## src/rtl/asp_pkg.sv

```systemverilog
package asp_pkg;

  // register byte addresses on the wishbone slave
  localparam logic [31:0] ADR_CTRL = 32'h0000_0000;
  localparam logic [31:0] ADR_DIV = 32'h0000_0004;
  localparam logic [31:0] ADR_MOD = 32'h0000_0008;
  localparam logic [31:0] ADR_TXDATA = 32'h0000_000C;
  localparam logic [31:0] ADR_RXDATA = 32'h0000_0010;
  localparam logic [31:0] ADR_STATUS = 32'h0000_0014;
  localparam logic [31:0] ADR_MASK = 32'h0000_0018;

  // control register field positions
  localparam int CTL_SYNC = 0;
  localparam int CTL_CHAR8 = 1;
  localparam int CTL_PAREN = 2;
  localparam int CTL_PAREVEN = 3;
  localparam int CTL_TWOSTOP = 4;
  localparam int CTL_ADDRMODE = 5;
  localparam int CTL_TXADDR = 6;
  localparam int CTL_RXEN = 7;
  localparam int CTL_TXEN = 8;
  localparam int CTL_W = 9;

  // sticky status bits, same layout in the mask register; the two busy bits after them are live and not in the mask
  localparam int ST_RXDONE = 0;
  localparam int ST_TXDONE = 1;
  localparam int ST_PARERR = 2;
  localparam int ST_FRAMERR = 3;
  localparam int ST_OVERRUN = 4;
  localparam int ST_FALSESTART = 5;
  localparam int ST_W = 6;
  localparam int ST_TXBUSY = 8;
  localparam int ST_RXBUSY = 9;

  // reset values
  localparam logic [CTL_W-1:0] CTRL_RST = 9'h000;
  localparam logic [15:0] DIV_RST = 16'h0003;
  localparam logic [7:0] MOD_RST = 8'h00;
  localparam logic [ST_W-1:0] MASK_RST = 6'h00;

  // bit timing: smallest divisor, sample spacing as a right shift (1/32)
  localparam logic [15:0] DIV_MIN = 16'h0003;
  localparam int VOTE_SHIFT = 5;

  typedef enum logic [2:0] {RX_IDLE, RX_START, RX_DATA, RX_PARITY, RX_ADDR, RX_STOP} asp_rx_state_type;
  typedef enum logic [2:0] {TX_IDLE, TX_START, TX_DATA, TX_PARITY, TX_ADDR, TX_STOP} asp_tx_state_type;

  // divisor as used by the timing logic, never below the minimum
  function automatic logic [15:0] asp_eff_div(input logic [15:0] d);
    asp_eff_div = (d < DIV_MIN) ? DIV_MIN : d;
  endfunction

endpackage

```

## src/rtl/asp_timer_if.sv

```systemverilog
`timescale 1ns/1ps
`default_nettype none
interface asp_timer_if;
  logic start;
  logic run;
  logic [15:0] divisor;
  logic [7:0] modPattern;
  logic [15:0] bitCount;
  logic bitEnd;
  modport timer(input start, input run, input divisor, input modPattern, output bitCount, output bitEnd);
  modport user(output start, output run, output divisor, output modPattern, input bitCount, input bitEnd);
  modport observer(input start, input run, input divisor, input bitCount);
endinterface
`default_nettype wire

```

## src/rtl/asp_bit_timer.sv

```systemverilog
`timescale 1ns/1ps
`default_nettype none
module asp_bit_timer (
  // clock and reset
  input wire logic core_clk,
  input wire logic resetn,
  // timing channel
  asp_timer_if.timer tmr
);

  typedef struct packed {
    logic [15:0] cnt;
    logic [2:0] idx;
  } asp_timer_state_type;

  asp_timer_state_type st_r;
  asp_timer_state_type st_nxt;
  logic [15:0] lastCnt;

  // prescaler plus modulator, restarted by each frame start
  always_comb
  begin
    st_nxt = st_r;
    lastCnt = package_last(tmr.divisor, tmr.modPattern[st_r.idx]);
    tmr.bitEnd = tmr.run & ~tmr.start & (st_r.cnt == lastCnt);
    if (!tmr.run || tmr.start)
    begin
      st_nxt.cnt = 16'h0000;
      st_nxt.idx = 3'h0;
    end
    else if (tmr.bitEnd)
    begin
      st_nxt.cnt = 16'h0000;
      st_nxt.idx = st_r.idx + 3'h1;
    end
    else
      st_nxt.cnt = st_r.cnt + 16'h0001;
  end

  assign tmr.bitCount = st_r.cnt;

  function automatic logic [15:0] package_last(input logic [15:0] d, input logic m);
    package_last = asp_pkg::asp_eff_div(d) - 16'h0001 + {15'h0000, m};
  endfunction

  // state register
  always_ff @(posedge core_clk or negedge resetn)
  begin
    if (!resetn)
      st_r <= '0;
    else
      st_r <= st_nxt;
  end

endmodule
`default_nettype wire

```

## src/rtl/asp_vote3.sv

```systemverilog
`timescale 1ns/1ps
`default_nettype none
module asp_vote3 (
  // clock and reset
  input wire logic core_clk,
  input wire logic resetn,
  // timing channel of the receiver
  asp_timer_if.observer tmr,
  // serial data and result
  input wire logic rxLine,
  output logic voteBit,
  output logic voteValid
);

  typedef struct packed {
    logic s0;
    logic s1;
    logic vote;
    logic valid;
  } asp_vote_state_type;

  asp_vote_state_type st_r;
  asp_vote_state_type st_nxt;
  logic [15:0] nEff;
  logic [15:0] half;
  logic [15:0] spread;

  // three samples around mid bit, result one cycle after the last
  always_comb
  begin
    st_nxt = st_r;
    st_nxt.valid = 1'b0;
    nEff = asp_pkg::asp_eff_div(tmr.divisor);
    half = nEff >> 1;
    // spacing 1/32 of bit, at least one clock
    spread = nEff >> asp_pkg::VOTE_SHIFT;
    if (spread == 16'h0000)
      spread = 16'h0001;
    if (tmr.run && !tmr.start)
    begin
      if (tmr.bitCount == half - spread)
        st_nxt.s0 = rxLine;
      if (tmr.bitCount == half)
        st_nxt.s1 = rxLine;
      if (tmr.bitCount == half + spread)
      begin
        st_nxt.vote = (st_r.s0 & st_r.s1) | (st_r.s0 & rxLine) | (st_r.s1 & rxLine);
        st_nxt.valid = 1'b1;
      end
    end
  end

  assign voteBit = st_r.vote;
  assign voteValid = st_r.valid;

  // state register
  always_ff @(posedge core_clk or negedge resetn)
  begin
    if (!resetn)
      st_r <= '0;
    else
      st_r <= st_nxt;
  end

endmodule
`default_nettype wire

```

## src/rtl/asp_serial_port.sv

```systemverilog
`timescale 1ns/1ps
`default_nettype none
// Overview of operation
// - sync bit set blocks new async frames; a frame already under way completes
// - data bits travel lsb first
// - start, data, parity, address, stop bits
// - falling edge, then two-of-three zero votes
// - samples at half bit minus, at, plus spread
// - spread is 1/32 of bit, minimum one
// - every bit decided by mid-bit majority
// - bit period from divisor and modulator registers
// - pattern lsb applies to start bit
// - pattern one adds one clock
// - pattern repeats after eight bits
// - receiver realigns on each start bit
// - independent sections, shared timing settings
module asp_serial_port (
  // clock and reset
  input wire logic core_clk,
  input wire logic resetn,
  // wishbone slave
  input wire logic cyc_i,
  input wire logic stb_i,
  input wire logic we_i,
  input wire logic [31:0] adr_i,
  input wire logic [31:0] dat_i,
  input wire logic [3:0] sel_i,
  output logic [31:0] dat_o,
  output logic ack_o,
  // serial lines
  input wire logic serialInputLine,
  output logic serialOutputLine,
  // interrupt
  output logic irq
);

  typedef struct packed {
    logic ack;
    logic [31:0] datOut;
    logic [asp_pkg::CTL_W-1:0] ctrl;
    logic [15:0] div;
    logic [7:0] modp;
    logic [7:0] txData;
    logic [8:0] rxData;
    logic [asp_pkg::ST_W-1:0] status;
    logic [asp_pkg::ST_W-1:0] mask;
    asp_pkg::asp_rx_state_type rxState;
    logic rxPrev;
    logic [7:0] rxShift;
    logic [2:0] rxCnt;
    logic rxPar;
    logic rxAddr;
    asp_pkg::asp_tx_state_type txState;
    logic [7:0] txShift;
    logic [2:0] txCnt;
    logic txPar;
    logic txAddr;
    logic txStopMore;
    logic txLine;
  } asp_top_state_type;

  asp_top_state_type st_r;
  asp_top_state_type st_nxt;

  asp_timer_if txTmr();
  asp_timer_if rxTmr();

  logic voteBit;
  logic voteValid;
  logic req;
  logic wrEn;
  logic txGo;
  logic rxGo;
  logic txEnabled;
  logic rxEnabled;
  logic [2:0] lastBit;
  logic [31:0] readVal;
  logic [31:0] merged;
  logic [asp_pkg::ST_W-1:0] w1c;
  logic [asp_pkg::ST_W-1:0] events;
  logic [7:0] rxWord;
  logic [7:0] charMask;

  // two timers, one set of divisor and pattern
  asp_bit_timer txTimer (
    .core_clk(core_clk),
    .resetn(resetn),
    .tmr(txTmr)
  );

  asp_bit_timer rxTimer (
    .core_clk(core_clk),
    .resetn(resetn),
    .tmr(rxTmr)
  );

  asp_vote3 rxVote (
    .core_clk(core_clk),
    .resetn(resetn),
    .tmr(rxTmr),
    .rxLine(serialInputLine),
    .voteBit(voteBit),
    .voteValid(voteValid)
  );

  // byte-lane merge for partial writes
  function automatic logic [31:0] lane_merge(input logic [31:0] oldV, input logic [31:0] newV,
                                             input logic [3:0] sel);
    lane_merge = oldV;
    for (int i = 0; i < 4; i++)
    begin
      if (sel[i])
        lane_merge[i*8 +: 8] = newV[i*8 +: 8];
    end
  endfunction

  assign txTmr.divisor = st_r.div;
  assign txTmr.modPattern = st_r.modp;
  assign rxTmr.divisor = st_r.div;
  assign rxTmr.modPattern = st_r.modp;
  assign txTmr.start = txGo;
  assign rxTmr.start = rxGo;
  assign txTmr.run = (st_r.txState != asp_pkg::TX_IDLE);
  assign rxTmr.run = (st_r.rxState != asp_pkg::RX_IDLE);

  // outputs straight from state flops, irq gated from the status and mask flops
  assign dat_o = st_r.datOut;
  assign ack_o = st_r.ack;
  assign serialOutputLine = st_r.txLine;
  assign irq = |(st_r.status & st_r.mask);

  // read multiplexer, unmapped addresses read zero
  always_comb
  begin
    readVal = 32'h0000_0000;
    unique case (adr_i)
      asp_pkg::ADR_CTRL: readVal[asp_pkg::CTL_W-1:0] = st_r.ctrl;
      asp_pkg::ADR_DIV: readVal[15:0] = st_r.div;
      asp_pkg::ADR_MOD: readVal[7:0] = st_r.modp;
      asp_pkg::ADR_TXDATA: readVal[7:0] = st_r.txData;
      asp_pkg::ADR_RXDATA: readVal[8:0] = st_r.rxData;
      asp_pkg::ADR_STATUS:
      begin
        readVal[asp_pkg::ST_W-1:0] = st_r.status;
        readVal[asp_pkg::ST_TXBUSY] = (st_r.txState != asp_pkg::TX_IDLE);
        readVal[asp_pkg::ST_RXBUSY] = (st_r.rxState != asp_pkg::RX_IDLE);
      end
      asp_pkg::ADR_MASK: readVal[asp_pkg::ST_W-1:0] = st_r.mask;
      default: readVal = 32'h0000_0000;
    endcase
  end

  // bus, transmitter and receiver next state
  always_comb
  begin
    st_nxt = st_r;
    events = '0;
    w1c = '0;
    txGo = 1'b0;
    rxGo = 1'b0;
    merged = 32'h0000_0000;
    rxWord = 8'h00;
    txEnabled = st_r.ctrl[asp_pkg::CTL_TXEN] & ~st_r.ctrl[asp_pkg::CTL_SYNC];
    rxEnabled = st_r.ctrl[asp_pkg::CTL_RXEN] & ~st_r.ctrl[asp_pkg::CTL_SYNC];
    lastBit = st_r.ctrl[asp_pkg::CTL_CHAR8] ? 3'h7 : 3'h6;
    charMask = st_r.ctrl[asp_pkg::CTL_CHAR8] ? 8'hFF : 8'h7F;

    // one wait state: ack in the cycle after the request is seen
    req = cyc_i & stb_i;
    st_nxt.ack = req & ~st_r.ack;
    if (req && !st_r.ack)
      st_nxt.datOut = readVal;
    wrEn = req & we_i & st_r.ack;
    if (wrEn)
    begin
      unique case (adr_i)
        asp_pkg::ADR_CTRL:
        begin
          merged = lane_merge({23'h000000, st_r.ctrl}, dat_i, sel_i);
          st_nxt.ctrl = merged[asp_pkg::CTL_W-1:0];
        end
        asp_pkg::ADR_DIV:
        begin
          merged = lane_merge({16'h0000, st_r.div}, dat_i, sel_i);
          st_nxt.div = merged[15:0];
        end
        asp_pkg::ADR_MOD:
        begin
          merged = lane_merge({24'h000000, st_r.modp}, dat_i, sel_i);
          st_nxt.modp = merged[7:0];
        end
        asp_pkg::ADR_MASK:
        begin
          merged = lane_merge({26'h0000000, st_r.mask}, dat_i, sel_i);
          st_nxt.mask = merged[asp_pkg::ST_W-1:0];
        end
        asp_pkg::ADR_STATUS: w1c = dat_i[asp_pkg::ST_W-1:0] & {asp_pkg::ST_W{sel_i[0]}};
        // a write while a frame is out is dropped; busy shows it
        asp_pkg::ADR_TXDATA: txGo = sel_i[0] & txEnabled & (st_r.txState == asp_pkg::TX_IDLE);
        default: merged = 32'h0000_0000;
      endcase
    end

    // transmitter: every change lands on a bit boundary of its timer
    unique case (st_r.txState)
      asp_pkg::TX_IDLE:
      begin
        st_nxt.txLine = 1'b1;
        if (txGo)
        begin
          st_nxt.txData = dat_i[7:0];
          st_nxt.txShift = dat_i[7:0] & charMask;
          st_nxt.txCnt = 3'h0;
          st_nxt.txPar = (^(dat_i[7:0] & charMask)) ^ ~st_r.ctrl[asp_pkg::CTL_PAREVEN];
          st_nxt.txAddr = st_r.ctrl[asp_pkg::CTL_TXADDR];
          st_nxt.txStopMore = st_r.ctrl[asp_pkg::CTL_TWOSTOP];
          st_nxt.txLine = 1'b0;
          st_nxt.txState = asp_pkg::TX_START;
        end
      end
      asp_pkg::TX_START, asp_pkg::TX_DATA:
      begin
        if (txTmr.bitEnd)
        begin
          if (st_r.txState == asp_pkg::TX_DATA && st_r.txCnt == lastBit)
          begin
            if (st_r.ctrl[asp_pkg::CTL_PAREN])
            begin
              st_nxt.txLine = st_r.txPar;
              st_nxt.txState = asp_pkg::TX_PARITY;
            end
            else if (st_r.ctrl[asp_pkg::CTL_ADDRMODE])
            begin
              st_nxt.txLine = st_r.txAddr;
              st_nxt.txState = asp_pkg::TX_ADDR;
            end
            else
            begin
              st_nxt.txLine = 1'b1;
              st_nxt.txState = asp_pkg::TX_STOP;
            end
          end
          else
          begin
            st_nxt.txLine = st_r.txShift[0];
            st_nxt.txShift = st_r.txShift >> 1;
            st_nxt.txCnt = (st_r.txState == asp_pkg::TX_DATA) ? st_r.txCnt + 3'h1 : 3'h0;
            st_nxt.txState = asp_pkg::TX_DATA;
          end
        end
      end
      asp_pkg::TX_PARITY:
      begin
        if (txTmr.bitEnd)
        begin
          st_nxt.txLine = st_r.ctrl[asp_pkg::CTL_ADDRMODE] ? st_r.txAddr : 1'b1;
          st_nxt.txState = st_r.ctrl[asp_pkg::CTL_ADDRMODE] ? asp_pkg::TX_ADDR : asp_pkg::TX_STOP;
        end
      end
      asp_pkg::TX_ADDR:
      begin
        if (txTmr.bitEnd)
        begin
          st_nxt.txLine = 1'b1;
          st_nxt.txState = asp_pkg::TX_STOP;
        end
      end
      asp_pkg::TX_STOP:
      begin
        // one or two high stop bits
        if (txTmr.bitEnd)
        begin
          if (st_r.txStopMore)
            st_nxt.txStopMore = 1'b0;
          else
          begin
            st_nxt.txState = asp_pkg::TX_IDLE;
            events[asp_pkg::ST_TXDONE] = 1'b1;
          end
        end
      end
      default: st_nxt.txState = asp_pkg::TX_IDLE;
    endcase

    // receiver: decisions taken on each mid-bit vote
    st_nxt.rxPrev = serialInputLine;
    unique case (st_r.rxState)
      asp_pkg::RX_IDLE:
      begin
        if (rxEnabled && st_r.rxPrev && !serialInputLine)
        begin
          rxGo = 1'b1;
          st_nxt.rxState = asp_pkg::RX_START;
        end
      end
      asp_pkg::RX_START:
      begin
        if (voteValid)
        begin
          st_nxt.rxCnt = 3'h0;
          st_nxt.rxState = voteBit ? asp_pkg::RX_IDLE : asp_pkg::RX_DATA;
          events[asp_pkg::ST_FALSESTART] = voteBit;
        end
      end
      asp_pkg::RX_DATA:
      begin
        if (voteValid)
        begin
          st_nxt.rxShift = {voteBit, st_r.rxShift[7:1]};
          st_nxt.rxCnt = st_r.rxCnt + 3'h1;
          if (st_r.rxCnt == lastBit)
          begin
            if (st_r.ctrl[asp_pkg::CTL_PAREN])
              st_nxt.rxState = asp_pkg::RX_PARITY;
            else if (st_r.ctrl[asp_pkg::CTL_ADDRMODE])
              st_nxt.rxState = asp_pkg::RX_ADDR;
            else
              st_nxt.rxState = asp_pkg::RX_STOP;
          end
        end
      end
      asp_pkg::RX_PARITY:
      begin
        if (voteValid)
        begin
          st_nxt.rxPar = voteBit;
          st_nxt.rxState = st_r.ctrl[asp_pkg::CTL_ADDRMODE] ? asp_pkg::RX_ADDR : asp_pkg::RX_STOP;
        end
      end
      asp_pkg::RX_ADDR:
      begin
        if (voteValid)
        begin
          st_nxt.rxAddr = voteBit;
          st_nxt.rxState = asp_pkg::RX_STOP;
        end
      end
      asp_pkg::RX_STOP:
      begin
        // returns idle at mid stop so a close next start is caught
        if (voteValid)
        begin
          rxWord = st_r.ctrl[asp_pkg::CTL_CHAR8] ? st_r.rxShift : {1'b0, st_r.rxShift[7:1]};
          st_nxt.rxData = {st_r.ctrl[asp_pkg::CTL_ADDRMODE] & st_r.rxAddr, rxWord};
          events[asp_pkg::ST_RXDONE] = 1'b1;
          events[asp_pkg::ST_OVERRUN] = st_r.status[asp_pkg::ST_RXDONE];
          events[asp_pkg::ST_FRAMERR] = ~voteBit;
          events[asp_pkg::ST_PARERR] = st_r.ctrl[asp_pkg::CTL_PAREN]
                                       & (st_r.rxPar != ((^rxWord) ^ ~st_r.ctrl[asp_pkg::CTL_PAREVEN]));
          st_nxt.rxState = asp_pkg::RX_IDLE;
        end
      end
      default: st_nxt.rxState = asp_pkg::RX_IDLE;
    endcase

    // sticky flags: a new event beats a same-cycle clear
    st_nxt.status = (st_r.status & ~w1c) | events;
  end

  // state register with documented reset values
  always_ff @(posedge core_clk or negedge resetn)
  begin
    if (!resetn)
    begin
      st_r <= '0;
      st_r.ctrl <= asp_pkg::CTRL_RST;
      st_r.div <= asp_pkg::DIV_RST;
      st_r.modp <= asp_pkg::MOD_RST;
      st_r.mask <= asp_pkg::MASK_RST;
      st_r.rxPrev <= 1'b1;
      st_r.txLine <= 1'b1;
    end
    else
      st_r <= st_nxt;
  end

endmodule
`default_nettype wire

```

## config.mk

```make
export PLATFORM = sky130hd
export DESIGN_NAME = asp_serial_port
export DESIGN_NICKNAME = d
export VERILOG_FILES = /design/src/rtl/asp_pkg.sv /design/src/rtl/asp_timer_if.sv /design/src/rtl/asp_bit_timer.sv /design/src/rtl/asp_vote3.sv /design/src/rtl/asp_serial_port.sv
export SDC_FILE = /design/constraint.sdc
export NUM_CORES = 1
export LEC_CHECK = 0
export BUFFER_PORTS_ARGS = -buffer_cell sky130_fd_sc_hd__buf_2
export CORE_MARGIN = 2
export CORE_UTILIZATION = 40
export DETAILED_ROUTE_END_ITERATION = 8
export REMOVE_ABC_BUFFERS = 1
export SYNTH_ARGS = -nofsm -noshare
export SYNTH_HDL_FRONTEND = slang
export SYNTH_HIERARCHICAL = 1
export SYNTH_SLANG_ARGS = --single-unit
export TNS_END_PERCENT = 100
```

## constraint.sdc

```tcl
create_clock -name core_clk -period 4.6 [get_ports core_clk]
set_input_delay 0.46 -clock core_clk [delete_from_list [all_inputs] [get_ports core_clk]]
set_output_delay 0.46 -clock core_clk [all_outputs]
set_load 0.1 [all_outputs]
```

==> results.md <==
- CP Launch Type: flop
- Clk sinks: 156
- Antenna Diode Count: 0
- Worst-Skew Late Latency: 0.44 ns
- GRT Overall Usage: 20.72%
- Initial core utilization: 40.50%
- Pwr dens: 233.6 mW/mm2
- Std cell rows: 62
- Critical path endpoint category: flop
- Fmax: 228.0 MHz
- DR vias: 9,626
- Largest net degree at the start of global routing: 103
- Critical path class: reg -> reg
- Yosys warning count: 6
- Pleak: 5.731 nW
- Wirelength, routed: 31,290 um
- Worst-path clk slew: 0.08 ns
- Drt pass-1 iters: 5
- First-pass GRT wire length: 50,200 um
- Height of the die: 174.2 um
- Detail Placement HPWL: 22,590 um
- Worst Hold Class: in -> async
- Finished Layout Cells: 1,713
- Share of cells above drive strength 1: 19.49%
- Root Buffer: clkbuf_16
- Final Max Slew Viols: 0
- Tmin final: 4.386 ns
- Crit share post-route: 95.34%
- Post-Syn Area: 0.01159 mm2
- CTS max path bufs: 2
- Final Hold Fails: 0
- Critical Path RT: 4.93 ns
- Die width: 174.2 um
- Setup Buffers After CTS: 0
- Post-Syn Instances: 1,296
- CTS buffer count: 17
- Initial antenna violation count: 0
- Power Total: 2.976 mW
- Fillers: 2,744
- Max FO, Critical Path: 4
- Drt drc: 0
- Status: complete, no violations
- Final Setup Violations: 0
- Skew final: 0.01343 ns
- IO buf count: 74
- IO Pins: 109
- TritonCTS clock tree: built
- RSZ-0062 raised after global routing: yes
- Syn_area_per_cell: 8.946 um2
- DR iter-0 viols: 622
- Max-slew headroom: 36.38%
- Max Cap Viol: 0
- Gpl congestion: 0.8876
- Vias per cell: 5.619
- WL/cell: 18.27 um
- Full die area: 0.03036 mm2
- Placed cells: 1,681
- Worst VDD drop: 0.2355 mV
- Layout area overhead: 9.864%
- Reg-to-reg slack, setup: 0.21 ns
- Multi-input logic area: 0.006955 mm2
- Critical Path AT: 4.71 ns
- DRT antenna net count: 0
- Register Area: 0.003910 mm2
- CTS HTree Levels: 4
- GR Overflow Total: 0
- Core area: 0.02863 mm2
- Vias in the first global route: 9,326
- Hold_buf cts: 0
- Final net count: 1,424
- Worst-Margin Slew: 0.9542 ns
-- registers in the layout, summed over array words and instances (netlist names) --
register              flops
ack_o                     1
dat_o                    16
rxTimer/st_r              3
rxTimer/tmr.bitCount     16
rxTmr.divisor            16
rxTmr.modPattern          8
rxVote/st_r               2
rxVote/voteBit            1
rxVote/voteValid          1
serialOutputLine          1
st_r                     72
txTimer/st_r              3
txTimer/tmr.bitCount     16
-- cell type report --
class                      count  share of cell area [%]
clock inverter                15                   1.179
inverter                      39                   1.149
tap                          384                   3.772
sequential                   156                   30.70
multi-input combinational    989                   54.61
clock buffer                  17                   3.340
timing repair buffer         113                   5.255
-- worst paths after layout --
kind / from / endpoint / depth (start not counted)
max in group asynchronous: resetn / st_r[92] / 2
worst min-delay path: resetn / dat_o[13] / 1
worst min register to register: dat_o[15] / dat_o[15] / 2
worst max-delay path: rxTmr.divisor[12] / rxVote/voteBit / 16
min in group core_clk: serialInputLine / st_r[31] / 1
worst max register to register: rxTmr.divisor[12] / rxVote/voteBit / 16
-- worst max-delay path: stages (launching register included) --
cell and delay, ns:
dfrtp_1 0.43, nor4_2 0.47, nand3_1 0.21, nor4_1 0.21, nor2_1 0.12, inv_1 0.07
ha_1 0.16, inv_1 0.07, fa_1 0.46, o21ba_2 0.25, a211o_1 0.34, a211o_1 0.32
a21oi_1 0.16, o221ai_1 0.14, nor4_1 0.24, o2111a_2 0.31, mux2_1 0.32
-- per-stage QoR --
step	setup WS [ns]	TNS [ns]	cell area [um2]	hold slack, ns	utilization [%]
2_1_floorplan	0.08093	0	10930	0.1644	-
3_3_place_gp	0.1216	0	12080	0.4474	42.21
3_5_place_dp	0.1120	0	12080	0.4527	42.21
4_1_cts	0.09864	0	12660	0.1507	44.22
5_1_grt	-0.1118	-0.1368	12740	0.1485	44.50
6_report	0.2143	0	12740	0.1169	44.50
-- where the power goes --
group	internal, mW	total (mW)	switching (mW)
logic	0.0443	0.206	0.162
clock network	0.721	1.38	0.664
registers	1.38	1.39	0.00557
total	2.15	2.98	0.831
-- cells in the final DEF, fill, tap and decap left out, types with 14 or more instances in the layout --
cell type    n
nand3_1     32
ha_1        32
nand4_1     33
nand2_1    153
xor2_1      54
nor4_1      20
dfrtp_1    151
mux2_2      48
mux2i_1     32
buf_2       73
conb_1      16
buf_4       39
nand2b_1    15
and3_1      19
inv_1       39
o21ai_0     50
clkbuf_16   17
nor2b_1     14
a21oi_1     35
nor2_1     109
xnor2_1     61
nor3_1      21
-- per-layer routing --
metal  GRT usage (%)  vias to the layer above  part of all wire [%]
met5               0                        -                     0
met4           6.653                        0                   1.9
met3           3.346                       40                   4.6
met2           33.45                      251                    47
met1           28.40                     4725                    46
li1                -                     4610                     -
-- repair_timing --
item / in CTS / in global routing
endpoints found under the hold margin: 0 / 0
setup endpoints to repair: 0 / 21
resized for setup: 0 / 14
No activity file was read; power rests on OpenSTA's default activity.
